<file path="config.mk">
export PLATFORM = sky130hd
export DESIGN_NAME = hrpm_host_port
export DESIGN_NICKNAME = d
export VERILOG_FILES = /design/src/hrpm_pkg.sv /design/src/hrpm_host_port.sv
export SDC_FILE = /design/constraint.sdc
export NUM_CORES = 1
export LEC_CHECK = 0
export BUFFER_PORTS_ARGS = -buffer_cell sky130_fd_sc_hd__buf_2
export CAP_MARGIN = 20
export CELL_PAD_IN_SITES_DETAIL_PLACEMENT = 0
export CELL_PAD_IN_SITES_GLOBAL_PLACEMENT = 1
export CORE_ASPECT_RATIO = 1.1
export CORE_UTILIZATION = 40
export CTS_BUF_LIST = sky130_fd_sc_hd__clkbuf_16
export CTS_CLUSTER_SIZE = 16
export DETAILED_ROUTE_END_ITERATION = 8
export GPL_TIMING_DRIVEN = 0
export PLACE_DENSITY = 0.69
export REMOVE_ABC_BUFFERS = 1
export SLEW_MARGIN = 20
export SYNTH_ARGS = -nofsm -noshare
export SYNTH_HDL_FRONTEND = slang
export SYNTH_SLANG_ARGS = --single-unit
</file>
<file path="constraint.sdc">
create_clock -name i_clk -period 2.87 [get_ports i_clk]
set_input_delay 0.287 -clock i_clk [delete_from_list [all_inputs] [get_ports i_clk]]
set_output_delay 0.287 -clock i_clk [all_outputs]
set_load 0.05 [all_outputs]
</file>
<file path="src/hrpm_pkg.sv">
// Shared constants and types of the host read prefetch and address map block, plus its address decoder.
// Assumes a single 10 MHz clock and word addresses of fifteen bits.

// ----------------------------------------------------------------------------
// Package
// ----------------------------------------------------------------------------
package hrpm_pkg;
  localparam int ADDR_W = 15;
  localparam int DATA_W = 16;
  localparam int SPI_CNT_W = 4;
  localparam logic [14:0] ADDR_ONE = 15'h0001;
  localparam logic [15:0] DATA_ZERO = 16'h0000;
  localparam logic [3:0] SPI_LAST_BIT = 4'hF;
  localparam int SPI_RD_BIT = 15;

  // Region bases; each region ends just below the next base.
  localparam logic [14:0] BASE_RSVD = 15'h0050;
  localparam logic [14:0] BASE_CALL_STACK = 15'h0054;
  localparam logic [14:0] BASE_MON_TMP_A = 15'h005C;
  localparam logic [14:0] BASE_MON_TMP_B = 15'h0086;
  localparam logic [14:0] BASE_MON_LIST_A = 15'h00B0;
  localparam logic [14:0] BASE_MON_LIST_B = 15'h00B8;
  localparam logic [14:0] BASE_CTL_QUEUE = 15'h00C0;
  localparam logic [14:0] BASE_MON_FILTER = 15'h0100;
  localparam logic [14:0] BASE_IRQ_LOG = 15'h0180;
  localparam logic [14:0] BASE_RT1_RXBUF = 15'h01C0;
  localparam logic [14:0] BASE_RT2_RXBUF = 15'h01E0;
  localparam logic [14:0] BASE_RT1_ILLEG = 15'h0200;
  localparam logic [14:0] BASE_RT2_ILLEG = 15'h0300;
  localparam logic [14:0] BASE_RT1_DESC = 15'h0400;
  localparam logic [14:0] BASE_RT2_DESC = 15'h0600;
  localparam logic [14:0] BASE_GEN_RAM = 15'h0800;

  // Interrupt log walks two-word entries through its 64-word buffer.
  localparam logic [14:0] LOG_LAST_ENTRY = 15'h01BE;
  localparam logic [14:0] LOG_STEP = 15'h0002;

  typedef enum logic [3:0] {
    HRPM_RG_REGS = 4'h0,
    HRPM_RG_RSVD = 4'h1,
    HRPM_RG_CALL_STACK = 4'h2,
    HRPM_RG_MON_TMP_A = 4'h3,
    HRPM_RG_MON_TMP_B = 4'h4,
    HRPM_RG_MON_LIST_A = 4'h5,
    HRPM_RG_MON_LIST_B = 4'h6,
    HRPM_RG_CTL_QUEUE = 4'h7,
    HRPM_RG_MON_FILTER = 4'h8,
    HRPM_RG_IRQ_LOG = 4'h9,
    HRPM_RG_RT1_RXBUF = 4'hA,
    HRPM_RG_RT2_RXBUF = 4'hB,
    HRPM_RG_RT1_ILLEG = 4'hC,
    HRPM_RG_RT2_ILLEG = 4'hD,
    HRPM_RG_DESC = 4'hE,
    HRPM_RG_GEN_RAM = 4'hF
  } hrpm_region_type;

  // Gray order along idle, fetch, prefetch.
  typedef enum logic [1:0] {
    HRPM_ST_IDLE = 2'b00,
    HRPM_ST_FETCH = 2'b01,
    HRPM_ST_PREF = 2'b11,
    HRPM_ST_SPARE = 2'b10
  } hrpm_fsm_type;
endpackage

// ----------------------------------------------------------------------------
// Address decoder
// ----------------------------------------------------------------------------
module hrpm_addr_map
  import hrpm_pkg::*;
(
  input wire logic [14:0] i_addr,
  output hrpm_region_type o_region
);
  function automatic hrpm_region_type decode(input logic [14:0] a);
    hrpm_region_type r;
    r = HRPM_RG_GEN_RAM;
    if (a < BASE_RSVD) r = HRPM_RG_REGS; // [RL10]
    else if (a < BASE_CALL_STACK) r = HRPM_RG_RSVD; // [RL10]
    else if (a < BASE_MON_TMP_A) r = HRPM_RG_CALL_STACK; // [RL11]
    else if (a < BASE_MON_TMP_B) r = HRPM_RG_MON_TMP_A; // [RL12]
    else if (a < BASE_MON_LIST_A) r = HRPM_RG_MON_TMP_B; // [RL12]
    else if (a < BASE_MON_LIST_B) r = HRPM_RG_MON_LIST_A; // [RL13]
    else if (a < BASE_CTL_QUEUE) r = HRPM_RG_MON_LIST_B; // [RL13]
    else if (a < BASE_MON_FILTER) r = HRPM_RG_CTL_QUEUE; // [RL13]
    else if (a < BASE_IRQ_LOG) r = HRPM_RG_MON_FILTER; // [RL14]
    else if (a < BASE_RT1_RXBUF) r = HRPM_RG_IRQ_LOG; // [RL15]
    else if (a < BASE_RT2_RXBUF) r = HRPM_RG_RT1_RXBUF; // [RL15]
    else if (a < BASE_RT1_ILLEG) r = HRPM_RG_RT2_RXBUF; // [RL15]
    else if (a < BASE_RT2_ILLEG) r = HRPM_RG_RT1_ILLEG; // [RL16]
    else if (a < BASE_RT1_DESC) r = HRPM_RG_RT2_ILLEG; // [RL16]
    else if (a < BASE_GEN_RAM) r = HRPM_RG_DESC; // [RL17]
    else r = HRPM_RG_GEN_RAM; // [RL18]
    return r;
  endfunction

  // The active descriptor table is picked by a base register elsewhere; both defaults decode alike.
  assign o_region = decode(i_addr);
endmodule

</file>
<file path="src/hrpm_host_port.sv">
// Host access front end: parallel bus or serial slave port, read prefetch, wait output, address map.
// Assumes shared storage outside with one-cycle read latency on the same clock as this block.
//
// What this block does
// (RL1) A read missing the prefetch holds wait active until its word is fetched.
// (RL2) After each read, the next sequential word is fetched and held.
// (RL3) A read of the held address returns held data with no wait, however late.
// (RL4) Any host write invalidates the held prefetch word.
// (RL5) Every read starts a prefetch of the following address, needed or not.
// (RL6) Wait output active level follows the polarity strap.
// (RL7) Serial port is slave only; host select low enables each access.
// (RL8) Serial output is driven only while shifting data toward the host.
// (RL9) Host port strap selects the parallel bus or the serial port.
// (RL10) Words 0x0000-0x004F are registers; 0x0050-0x0053 are reserved.
// (RL11) Words 0x0054-0x005B are the controller call stack.
// (RL12) Words 0x005C-0x0085 and 0x0086-0x00AF are monitor temporary buffers.
// (RL13) 0x00B0-0x00BF are monitor address lists; 0x00C0-0x00FF controller queue.
// (RL14) Words 0x0100-0x017F are the monitor message filter table.
// (RL15) 0x0180-0x01BF interrupt log; 0x01C0-0x01FF two terminal receive buffers.
// (RL16) Words 0x0200-0x03FF are the two command illegalisation tables.
// (RL17) Words 0x0400-0x07FF are the two default descriptor tables.
// (RL18) Words 0x0800-0x7FFF are host-allocated general RAM.
// (RL19) Interrupt log pointer resets to 0x0180 and advances one entry per interrupt.
// (RL20) Both ports share one decoder and one prefetch for registers and RAM.

module hrpm_host_port
  import hrpm_pkg::*;
(
  input wire logic i_clk,
  input wire logic i_rst,
  input wire logic i_bus_sel,
  input wire logic i_hold_off_polarity_strap,
  input wire logic i_ce_n,
  input wire logic i_oe_n,
  input wire logic i_we_n,
  input wire logic [14:0] i_addr,
  input wire logic [15:0] i_data,
  output logic [15:0] o_data,
  output logic o_data_oe,
  output logic o_wait,
  input wire logic i_ss_n,
  input wire logic i_sck,
  input wire logic i_si,
  output logic o_so,
  output logic o_so_oe,
  output logic o_mem_rd,
  output logic o_mem_wr,
  output logic [14:0] o_mem_addr,
  output logic [15:0] o_mem_wdata,
  input wire logic [15:0] i_mem_rdata,
  output hrpm_region_type o_mem_region,
  input wire logic i_irq_log_advance,
  output logic [14:0] o_irq_log_ptr
);
  // --------------------------------------------------------------------------
  // State
  // --------------------------------------------------------------------------
  typedef struct packed {
    logic [7:0] pin1;
    logic [7:0] pin2;
    logic [14:0] addr1;
    logic [14:0] addr2;
    logic [15:0] data1;
    logic [15:0] data2;
    logic rd_act;
    logic wr_act;
    logic sck_d;
    hrpm_fsm_type fsm;
    logic wait_act;
    logic wait_pin;
    logic pend_rd;
    logic pend_wr;
    logic [14:0] pend_addr;
    logic [15:0] pend_wdata;
    logic [14:0] cur_addr;
    logic [15:0] rdata;
    logic rdy;
    logic pf_valid;
    logic [14:0] pf_addr;
    logic [15:0] pf_data;
    logic mem_rd;
    logic mem_wr;
    logic [14:0] mem_addr;
    logic [15:0] mem_wdata;
    hrpm_region_type region;
    logic par_oe;
    logic [15:0] spi_in;
    logic [3:0] spi_cnt;
    logic spi_phase;
    logic spi_is_rd;
    logic [14:0] spi_addr;
    logic [15:0] spi_out;
    logic so_oe;
    logic [14:0] log_ptr;
  } hrpm_state_type;

  hrpm_state_type st;
  hrpm_state_type next_st;
  hrpm_region_type cur_region;

  // Synchronised pin vector: {bus_sel, pol, ce_n, oe_n, we_n, ss_n, sck, si}.
  logic bus_sel_s;
  logic pol_s;
  logic ce_s;
  logic oe_s;
  logic we_s;
  logic ss_s;
  logic sck_s;
  logic si_s;
  assign {bus_sel_s, pol_s, ce_s, oe_s, we_s, ss_s, sck_s, si_s} = st.pin2;

  hrpm_addr_map u_map (
    .i_addr(st.mem_addr),
    .o_region(cur_region)
  );

  // --------------------------------------------------------------------------
  // Next state
  // --------------------------------------------------------------------------
  always_comb begin
    logic rd_now;
    logic wr_now;
    logic req_rd;
    logic req_wr;
    logic [14:0] req_addr;
    logic [15:0] req_wdata;
    logic hit;
    logic [15:0] mem_data;
    rd_now = 1'b0;
    wr_now = 1'b0;
    req_rd = 1'b0;
    req_wr = 1'b0;
    req_addr = st.addr2;
    req_wdata = st.data2;
    hit = 1'b0;
    mem_data = i_mem_rdata;
    next_st = st;
    next_st.pin1 = {i_bus_sel, i_hold_off_polarity_strap, i_ce_n, i_oe_n, i_we_n, i_ss_n, i_sck, i_si};
    next_st.pin2 = st.pin1;
    next_st.addr1 = i_addr;
    next_st.addr2 = st.addr1;
    next_st.data1 = i_data;
    next_st.data2 = st.data1;
    next_st.mem_rd = 1'b0;
    next_st.mem_wr = 1'b0;
    next_st.rdy = 1'b0;
    next_st.region = cur_region;

    // Parallel port: a read starts on strobe assertion, a write is taken at strobe release.
    rd_now = bus_sel_s && !ce_s && !oe_s; // [RL9]
    wr_now = bus_sel_s && !ce_s && !we_s;
    next_st.rd_act = rd_now;
    next_st.wr_act = wr_now;
    next_st.par_oe = rd_now;
    if (rd_now && !st.rd_act) begin
      req_rd = 1'b1;
    end
    if (!wr_now && st.wr_act) begin
      req_wr = 1'b1;
    end

    // Serial slave port, mode 0: sample on rising SCK, shift out on falling SCK.
    next_st.sck_d = sck_s;
    if (bus_sel_s || ss_s) begin // [RL7]
      next_st.spi_cnt = 4'h0;
      next_st.spi_phase = 1'b0;
      next_st.so_oe = 1'b0;
    end else begin
      if (sck_s && !st.sck_d) begin
        next_st.spi_in = {st.spi_in[14:0], si_s};
        next_st.spi_cnt = st.spi_cnt + 4'h1;
        if (st.spi_cnt == SPI_LAST_BIT) begin
          if (!st.spi_phase) begin
            next_st.spi_phase = 1'b1;
            next_st.spi_is_rd = st.spi_in[SPI_RD_BIT - 1];
            next_st.spi_addr = {st.spi_in[13:0], si_s};
            req_addr = {st.spi_in[13:0], si_s};
            req_rd = st.spi_in[SPI_RD_BIT - 1];
          end else if (st.spi_is_rd) begin
            next_st.spi_addr = st.spi_addr + ADDR_ONE;
            req_addr = st.spi_addr + ADDR_ONE;
            req_rd = 1'b1;
          end else begin
            next_st.spi_addr = st.spi_addr + ADDR_ONE;
            req_addr = st.spi_addr;
            req_wdata = {st.spi_in[14:0], si_s};
            req_wr = 1'b1;
          end
        end
      end
      // The last falling edge of a word, after its sixteenth rising edge, is skipped so the loaded MSB is not lost.
      if (!sck_s && st.sck_d && st.spi_cnt != 4'h0) begin
        next_st.spi_out = {st.spi_out[14:0], 1'b0};
      end
      next_st.so_oe = st.spi_phase && st.spi_is_rd; // [RL8]
    end
    if (!bus_sel_s && st.rdy) begin
      next_st.spi_out = st.rdata;
    end

    // Both ports feed one pending request slot and one prefetch. [RL20]
    if (req_rd) begin
      next_st.pend_rd = 1'b1;
      next_st.pend_addr = req_addr;
    end
    if (req_wr) begin
      next_st.pend_wr = 1'b1;
      next_st.pend_addr = req_addr;
      next_st.pend_wdata = req_wdata;
    end

    // Reserved words read back as zero.
    if (cur_region == HRPM_RG_RSVD) begin // [RL10]
      mem_data = DATA_ZERO;
    end
    hit = st.pf_valid && (st.pend_addr == st.pf_addr);

    case (st.fsm)
      HRPM_ST_IDLE: begin
        if (st.pend_wr) begin
          next_st.pend_wr = req_wr;
          next_st.mem_wr = 1'b1;
          next_st.mem_addr = st.pend_addr;
          next_st.mem_wdata = st.pend_wdata;
          next_st.pf_valid = 1'b0; // [RL4]
        end else if (st.pend_rd) begin
          next_st.pend_rd = req_rd;
          next_st.cur_addr = st.pend_addr;
          if (hit) begin
            next_st.rdata = st.pf_data; // [RL3]
            next_st.rdy = 1'b1;
            next_st.mem_rd = 1'b1;
            next_st.mem_addr = st.pend_addr + ADDR_ONE; // [RL5]
            next_st.fsm = HRPM_ST_PREF;
          end else begin
            next_st.wait_act = 1'b1; // [RL1]
            next_st.mem_rd = 1'b1;
            next_st.mem_addr = st.pend_addr;
            next_st.fsm = HRPM_ST_FETCH;
          end
        end
      end
      HRPM_ST_FETCH: begin
        // Storage answers the cycle after its strobe, so the strobe cycle itself only waits.
        if (!st.mem_rd) begin
          next_st.rdata = mem_data;
          next_st.rdy = 1'b1;
          next_st.wait_act = 1'b0; // [RL1]
          next_st.mem_rd = 1'b1;
          next_st.mem_addr = st.cur_addr + ADDR_ONE; // [RL2]
          next_st.fsm = HRPM_ST_PREF;
        end
      end
      HRPM_ST_PREF: begin
        // A write that slipped in while fetching leaves the held word invalid.
        if (!st.mem_rd) begin
          next_st.pf_data = mem_data; // [RL2]
          next_st.pf_addr = st.mem_addr;
          next_st.pf_valid = !st.pend_wr; // [RL4]
          next_st.fsm = HRPM_ST_IDLE;
        end
      end
      default: begin
        next_st.fsm = HRPM_ST_IDLE;
        next_st.wait_act = 1'b0;
      end
    endcase

    next_st.wait_pin = next_st.wait_act ? pol_s : !pol_s; // [RL6]

    if (i_irq_log_advance) begin
      if (st.log_ptr >= LOG_LAST_ENTRY) begin
        next_st.log_ptr = BASE_IRQ_LOG; // [RL19]
      end else begin
        next_st.log_ptr = st.log_ptr + LOG_STEP; // [RL19]
      end
    end

    if (i_rst) begin
      next_st = '0;
      next_st.fsm = HRPM_ST_IDLE;
      next_st.region = HRPM_RG_REGS;
      next_st.log_ptr = BASE_IRQ_LOG; // [RL19]
    end
  end

  always_ff @(posedge i_clk) begin
    st <= next_st;
  end

  // --------------------------------------------------------------------------
  // Outputs
  // --------------------------------------------------------------------------
  assign o_data = st.rdata;
  assign o_data_oe = st.par_oe;
  assign o_wait = st.wait_pin;
  assign o_so = st.spi_out[DATA_W - 1];
  assign o_so_oe = st.so_oe;
  assign o_mem_rd = st.mem_rd;
  assign o_mem_wr = st.mem_wr;
  assign o_mem_addr = st.mem_addr;
  assign o_mem_wdata = st.mem_wdata;
  assign o_mem_region = st.region;
  assign o_irq_log_ptr = st.log_ptr;

  // --------------------------------------------------------------------------
  // Assertions
  // --------------------------------------------------------------------------
  property p_miss_waits;
    @(posedge i_clk) disable iff (i_rst)
    (st.fsm == HRPM_ST_IDLE && st.pend_rd && !st.pend_wr && !(st.pf_valid && st.pend_addr == st.pf_addr))
    |=> st.wait_act && st.mem_rd ##1 st.wait_act ##1 !st.wait_act && st.rdy;
  endproperty
  a_miss_waits: assert property (p_miss_waits) else $error("Read miss did not wait for its fetch."); // [RL1]

  property p_read_prefetches;
    @(posedge i_clk) disable iff (i_rst)
    st.rdy |-> st.mem_rd && st.mem_addr == st.cur_addr + ADDR_ONE ##2 st.fsm == HRPM_ST_IDLE;
  endproperty
  a_read_prefetches: assert property (p_read_prefetches) else $error("Read did not prefetch the next word."); // [RL2]

  property p_hit_no_wait;
    @(posedge i_clk) disable iff (i_rst)
    (st.fsm == HRPM_ST_IDLE && st.pend_rd && !st.pend_wr && st.pf_valid && st.pend_addr == st.pf_addr)
    |=> !st.wait_act && st.rdy && st.rdata == $past(st.pf_data);
  endproperty
  a_hit_no_wait: assert property (p_hit_no_wait) else $error("Prefetch hit did not return held data at once."); // [RL3]

  property p_write_invalidates;
    @(posedge i_clk) disable iff (i_rst)
    st.mem_wr |-> !st.pf_valid;
  endproperty
  a_write_invalidates: assert property (p_write_invalidates) else $error("Write left the prefetch valid."); // [RL4]

  property p_prefetch_lands;
    @(posedge i_clk) disable iff (i_rst)
    (st.fsm == HRPM_ST_PREF && !st.mem_rd && !st.pend_wr) |=> st.pf_valid && st.pf_addr == $past(st.mem_addr);
  endproperty
  a_prefetch_lands: assert property (p_prefetch_lands) else $error("Prefetch word not held."); // [RL5]

  property p_wait_polarity;
    @(posedge i_clk) disable iff (i_rst)
    !$past(i_rst) && $stable(pol_s) |-> st.wait_pin == (st.wait_act ~^ pol_s);
  endproperty
  a_wait_polarity: assert property (p_wait_polarity) else $error("Wait output level ignores the polarity strap."); // [RL6]

  property p_so_quiet;
    @(posedge i_clk) disable iff (i_rst)
    st.so_oe |-> $past(!ss_s) && $past(!bus_sel_s) && st.spi_is_rd;
  endproperty
  a_so_quiet: assert property (p_so_quiet) else $error("Serial output driven outside a read frame."); // [RL8]

  property p_port_select;
    @(posedge i_clk) disable iff (i_rst)
    st.par_oe |-> $past(bus_sel_s);
  endproperty
  a_port_select: assert property (p_port_select) else $error("Parallel data driven while serial port selected."); // [RL9]

  property p_reserved_zero;
    @(posedge i_clk) disable iff (i_rst)
    (st.fsm == HRPM_ST_FETCH && !st.mem_rd && cur_region == HRPM_RG_RSVD) |=> st.rdata == DATA_ZERO;
  endproperty
  a_reserved_zero: assert property (p_reserved_zero) else $error("Reserved word did not read as zero."); // [RL10]

  property p_log_step;
    @(posedge i_clk) disable iff (i_rst)
    i_irq_log_advance |=> (st.log_ptr == $past(st.log_ptr) + LOG_STEP) || (st.log_ptr == BASE_IRQ_LOG);
  endproperty
  a_log_step: assert property (p_log_step) else $error("Interrupt log pointer did not advance one entry."); // [RL19]
endmodule

</file>
; After elaboration in Yosys (flattened, before gate mapping)
; Index checks and enable logic that the tools add are counted.
[classes]
n_addsub = 5
order_cmp = 16
n_eq_ne = 13
mux = 77
n_bitwise = 5
reduce_logical = 42
[op_table]
columns = op, n
row1 = 2-to-1 mux 15 bit, 12
row2 = 2-to-1 mux 16 bit, 9
row3 = 2-to-1 mux 17 bit, 4
row4 = 2-to-1 mux 32 bit, 2
row5 = less-than comparator 15 x 8 -> 1 bit (second input constant), 4
row6 = less-than comparator 15 x 9 -> 1 bit (second input constant), 4
row7 = 2-to-1 mux 4 bit, 14
row8 = adder 15 x 1 -> 15 bit (second input constant), 3
row9 = less-than comparator 15 x 7 -> 1 bit (second input constant), 3
row10 = one-hot mux 17 bit (2 select lines), 1
row11 = less-than comparator 15 x 10 -> 1 bit (second input constant), 2
row12 = one-hot mux 15 bit (2 select lines), 1
row13 = 2-to-1 mux 1 bit, 24
row14 = adder 15 x 2 -> 15 bit (second input constant), 1
row15 = equality test 15 bit, 1
row16 = >= comparator 15 x 9 -> 1 bit (second input constant), 1
row17 = less-than comparator 15 x 11 -> 1 bit (second input constant), 1
row18 = less-than comparator 15 x 12 -> 1 bit (second input constant), 1
row19 = != test 2 bit (second input constant), 6
row20 = AND reduction 3 bit, 4
row21 = logical AND 1 bit, 11
row22 = logical NOT 1 bit, 10
row23 = AND reduction 2 bit, 5
row24 = 2-to-1 mux 3 bit, 3
row25 = 19 further kinds, 31
[totals]
ff_bits = 288
in_bits = 58
elab_cells = 193

; Longest topological paths before layout
[logic_depth]
word_depth = 20
depth_mapped = 9
mapped_depth_nobuf = 7

; By module
; From an unflattened synthesis, not the netlist that was laid out.
[unflattened]
cells_unflattened = 1432
area_unflattened_um2 = 12368.1
[modules_own_cells]
columns = mod, instances, cells_each, area_each_um2, seq_area_each_um2
row1 = hrpm_host_port, 1, 1406, 12174.2, 5725.5
row2 = hrpm_addr_map, 1, 26, 193.9, 0.0

; Worst setup path after synthesis
; OpenSTA, ideal clock, no wires.
[synth_path]
kind = register to register
from = register st, in the netlist o_mem_addr[14]
to = register st, in the netlist o_data[10]
setup_ns = 0.128
arrival_time_ns = 1.989
slack_ns = 0.753
stages_incl_launch_ff = 8
n_path_buf = 1
synth_period_minus_slack_ns = 2.117
path_cell_list = dfxtp_1 or4_4 or4_4 nor2_2 nor2_1 buf_6 a222oi_1 nor2_1
[synth_between]
elab_chain_cells = 20
[synth_lines]
columns = element, line_no
row1 = start: declaration, hrpm_host_port.sv:97  ; hrpm_state_type st;
row2 = start signal: assignment, hrpm_host_port.sv:288  ; st <= next_st;
row3 = less-than comparator 15 x 12 -> 1 bit, hrpm_pkg.sv:92  ; else if (a < BASE_GEN_RAM) r = HRPM_RG_DESC;
row4 = 2-to-1 mux 1 bit, hrpm_pkg.sv:92
row5 = 2-to-1 mux 4 bit, hrpm_pkg.sv:91  ; else if (a < BASE_RT1_DESC) r = HRPM_RG_RT2_ILLEG;
row6 = 2-to-1 mux 4 bit, hrpm_pkg.sv:90  ; else if (a < BASE_RT2_ILLEG) r = HRPM_RG_RT1_ILLEG;
row7 = 2-to-1 mux 4 bit, hrpm_pkg.sv:89  ; else if (a < BASE_RT1_ILLEG) r = HRPM_RG_RT2_RXBUF;
row8 = 2-to-1 mux 4 bit, hrpm_pkg.sv:88  ; else if (a < BASE_RT2_RXBUF) r = HRPM_RG_RT1_RXBUF;
row9 = 2-to-1 mux 4 bit, hrpm_pkg.sv:87  ; else if (a < BASE_RT1_RXBUF) r = HRPM_RG_IRQ_LOG;
row10 = 2-to-1 mux 4 bit, hrpm_pkg.sv:86  ; else if (a < BASE_IRQ_LOG) r = HRPM_RG_MON_FILTER;
row11 = (+4 left out), -
row12 = 2-to-1 mux 4 bit, hrpm_pkg.sv:81  ; else if (a < BASE_MON_TMP_B) r = HRPM_RG_MON_TMP_A;
row13 = 2-to-1 mux 4 bit, hrpm_pkg.sv:80  ; else if (a < BASE_MON_TMP_A) r = HRPM_RG_CALL_STACK;
row14 = 2-to-1 mux 4 bit, hrpm_pkg.sv:79  ; else if (a < BASE_CALL_STACK) r = HRPM_RG_RSVD;
row15 = 2-to-1 mux 4 bit (*), hrpm_pkg.sv:78  ; if (a < BASE_RSVD) r = HRPM_RG_REGS;
row16 = equality test 4 x 1 -> 1 bit (*), hrpm_host_port.sv:213  ; if (cur_region == HRPM_RG_RSVD) begin
row17 = 2-to-1 mux 16 bit (*), hrpm_host_port.sv:213
row18 = 2-to-1 mux 17 bit (*), hrpm_host_port.sv:245  ; if (!st.mem_rd) begin
row19 = one-hot mux 17 bit (2 select lines) (*), hrpm_host_port.sv:218  ; case (st.fsm)
; Every way passes the cells marked *; elsewhere a longest branch is shown, timed or not. The select of a mux whose other input is x is not followed.
; A chain may end at the register's enable or synchronous reset.

; Worst setup path in the final report
[layout_path]
from = register st[189] in the netlist's numbering
to = register st, in the netlist o_data[10]
[layout_between]
elab_chain_cells = 4
[layout_lines]
columns = element, line_no
row1 = equality test 15 bit, hrpm_host_port.sv:216  ; hit = st.pf_valid && (st.pend_addr == st.pf_addr);
row2 = logical AND 1 bit, hrpm_host_port.sv:216
row3 = != test 2 bit (no source line), -
row4 = AND reduction 5 bit (no source line), -
; No other way between the ends.

==> results.sh <==
export IMPL_fmax_mhz=404
export IMPL_total_power_mw=8.59
export IMPL_slowest_delay_ns=0.57
export IMPL_period_share_pct=86.1
export IMPL_crit_buf_inv=1
export IMPL_grt_total_usage_pct=18.3
export IMPL_whs_endpoint="o_irq_log_ptr[1]$_SDFFE_PP0P_"
export IMPL_timing_rr_start="st[189]$_SDFFE_PP0P_"
export IMPL_cp_slowest_cell="nor4_4"
export IMPL_dr_pass1_iters=5
export IMPL_worst_setup_path_end_kind="flip-flop"
export IMPL_crit_arrival_ns=2.90
export IMPL_crit_required_ns=3.30
export IMPL_rows=66
export IMPL_synth_seq_cells=286
export IMPL_power_frac_seq_pct=48.2
export IMPL_insertion_delay_ns=0.56
export IMPL_port_buffers=128
export IMPL_cts_max_level=1
export IMPL_cts_path_max_buffers=3
export IMPL_die_x_um=168
export IMPL_clockRootBuffer="clkbuf_16"
export IMPL_pwr_share_clk_pct=45.9
export IMPL_intPower_mw=6.59
export IMPL_detail_route_antenna_nets=0
export IMPL_synth_top_area_cell="dfxtp_1"
export IMPL_design_portCount=130
export IMPL_final_cells=1877
export IMPL_hold_class="input port to flip-flop"
export IMPL_initial_utilization_pct=41.0
export IMPL_max_slew_margin_rel_pct=44.3
export IMPL_critPathMaxFanout=16
export IMPL_synth_area_leaders="dfxtp_1 (47%), nand2_1 (5.5%), nor2_1 (5.2%)"
export IMPL_leakage_nw=5.29
export IMPL_rsz0062_at_grt="no"
export IMPL_power_density_nw_per_um2=603
export IMPL_p_sw_share_pct=23.3
export IMPL_wl_per_cell_um=15.1
export IMPL_dieArea_sq_um=31200
export IMPL_drive_gt1_share_pct=14.2
export IMPL_grt_pass1_wl_um=46600
export IMPL_drv_slew=0
export IMPL_hold_path_depth=3
export IMPL_switching_power_mw=2.00
export IMPL_post_route_worst_setup_slack_ns=0.398
export IMPL_critPathLaunch="st[189]$_SDFFE_PP0P_"
export IMPL_path_clk_slew_ns=0.06
export IMPL_post_place_ws_ns=-0.286
export IMPL_ir_drop_mv=0.556
export IMPL_synth_distinct_cells=59
export IMPL_netlist_area_sq_um=12200
export IMPL_critPathTopFamily="simple AND/OR/NAND/NOR gates"
export IMPL_drcViolationCount=0
export IMPL_seq_area_frac_synth_pct=47.0
export IMPL_critPathKind="flip-flop to flip-flop"
export IMPL_worst_slew_pin_slew_ns=0.833
export IMPL_num_vias=9500
export IMPL_drt_iter0_markers=583
export IMPL_grt_max_degree=103
export IMPL_core_area_sq_um=29700
export IMPL_r2r_end="o_data[10]$_SDFFE_PP0P_"
export IMPL_diodes=0
export IMPL_ys_top_cells_by_count="dfxtp_1 (286), nand2_1 (179), nor2_1 (170)"
export IMPL_cts_sinks=286
export IMPL_synth_cells=1415
export IMPL_cp_start_kind="flip-flop"
export IMPL_pwr_share_comb_pct=5.9
export IMPL_grt_antenna_before_repair=0
export IMPL_place_inst=1764
export IMPL_min_delay_start="i_irq_log_advance"
export IMPL_chipHeight_um=185
export IMPL_gp_congestion=0.808
export IMPL_cts_tree="built"
export IMPL_synthToLayoutAreaGrowth_pct=16.9
export IMPL_drt_total_wl_um=28400
export IMPL_hpwl_um=18600
export IMPL_hold_viol=0
export IMPL_rrSetupSlack_ns=0.40
export IMPL_skew_ns=0.00935
export IMPL_yosysMostFrequentCell="dfxtp_1"
export IMPL_viasPerCell=5.06
export IMPL_grt_overflow_total=0
export IMPL_status="finished clean"
export IMPL_grt_pass1_vias=9022
export IMPL_synthDominantCellAreaShare_pct=47.0
export IMPL_setup_violations=0
export IMPL_period_needed_ns=2.47
export IMPL_reg2reg_depth=7
export IMPL_cp_cell_sequence="xnor2_1 -> nand4_1 -> nor4_4 -> o22ai_2 -> buf_8 -> a222oi_1 -> nor2_1"
export IMPL_maxCapViolCount=0
export IMPL_synth_edff_count=0
export IMPL_ys_async_sr_fraction_pct=0
export IMPL_ys_flop_type="dfxtp_1"
export IMPL_setup_tns_ns=0
export IMPL_syn_area_per_cell_sq_um=8.61
export IMPL_ys_warn_count=0
export IMPL_cts_buffers=30
export IMPL_nets=1543
worst reg2reg max path, delay by kind of cell, from the launching register on:
family	cells	cell delay, ns
buffers and inverters	1	0.19
XOR/XNOR	1	0.22
AND/OR/NAND/NOR	3	0.85
AO/OA/AOI/OAI	2	0.55
flip-flops	1	0.52
power by group through the flow:
stage | Combinational, mW | Clock (mW) | Sequential [mW]
3_5_place_dp | 0.457 | 0 | 4.23
3_3_place_gp | 0.445 | 0 | 4.23
4_1_cts | 0.515 | 4.05 | 4.14
5_1_grt | 0.560 | 4.21 | 4.15
6_report | 0.509 | 3.94 | 4.14
2_1_floorplan | 0.198 | 0 | 4.27
layout make-up:
class | count | area (sq um)
well taps | 374 | 468
multi-input cells | 948 | 5550
flip-flops and latches | 286 | 5730
clock inverters | 25 | 228
inverters | 17 | 63.8
repair buffers | 196 | 1430
clock buffers | 31 | 776
fillers | 2947 | 15500
how the worst max path moves through the flow:
| stage | cells past startpoint | to |
|---|---|---|
| 2_1_floorplan | 5 | st[200]$_SDFFE_PP0P_ |
| 3_3_place_gp | 5 | st[201]$_SDFFE_PP0P_ |
| 3_5_place_dp | 7 | st[200]$_SDFFE_PP0P_ |
| 4_1_cts | 7 | st[200]$_SDFFE_PP0P_ |
| 5_1_grt | 7 | st[200]$_SDFFE_PP0P_ |
| 6_report | 7 | o_data[10]$_SDFFE_PP0P_ |
sequential cells by signal, indices dropped and copies added (netlist names):
name	flops
o_mem_wr	1
oe_s	1
ss_s	1
pol_s	1
ce_s	1
sck_s	1
o_so_oe	1
o_mem_wdata	16
o_data_oe	1
st	208
o_data	16
o_irq_log_ptr	14
si_s	1
o_mem_region	4
o_mem_addr	15
o_so	1
o_wait	1
o_mem_rd	1
bus_sel_s	1
per-layer routing:
layer  share of wire (%)  vias to the layer above  GRT usage, %
li1                    -                     4899             -
met1                  47                     4409          23.5
met2                  48                      149          31.9
met3                 3.1                       43          2.29
met4                 2.1                        0          5.67
met5                   0                        -             0
cell usage in the layout (no fill, tap or decap), types with 7 or more instances in the layout:
cell | Yosys | routed
nand2_1 | 179 | 177
dlygate4sd3_1 | 0 | 55
and3_1 | 7 | 7
mux2i_1 | 37 | 37
a222oi_1 | 16 | 16
a211oi_1 | 43 | 43
clkinv_1 | 0 | 7
dfxtp_1 | 286 | 285
clkbuf_16 | 0 | 31
xor2_1 | 19 | 19
a22oi_1 | 25 | 25
buf_2 | 7 | 127
o22ai_1 | 20 | 19
nand3_1 | 19 | 19
a21oi_1 | 120 | 120
nor3_1 | 23 | 23
xnor2_1 | 48 | 48
inv_1 | 17 | 20
and2_1 | 8 | 8
nand4_1 | 20 | 20
o21ai_0 | 25 | 23
nor2b_1 | 87 | 85
nand2b_1 | 9 | 9
nor2_1 | 170 | 167
timing repair:
action                     CTS  global route
setup endpoints to repair   32            14
gates cloned                 0             0
pin swaps                    0             1
hold buffers                55             0
setup buffers                0             2
gates resized for setup      1             2
hold endpoints to repair    66             0
stage by stage:
step           hold slack [ns]  area (sq um)  util, %
3_5_place_dp             0.415         12700     42.6
2_1_floorplan            0.354         11300        -
4_1_cts                 0.0659         14200     47.9
5_1_grt                 0.0961         14200     47.9
3_3_place_gp             0.402         12400     41.7
6_report                0.0909         14200     47.9
kinds of logic (layout without fill, tap and decap cells):
logic type	count (synthesis)	in the layout	share of synthesized area [%]
muxes	37	37	3.04
DFF	286	286	47.0
xor gates and xnor gates	69	69	5.08
and+or+nand+nor	551	551	21.4
buffers and inverters	181	269	7.96
other	1	1	0.0308
adders and majority gates	6	6	0.616
AOI/OAI and AO/OA	284	284	14.8
No activity file was read; power rests on OpenSTA's default activity.
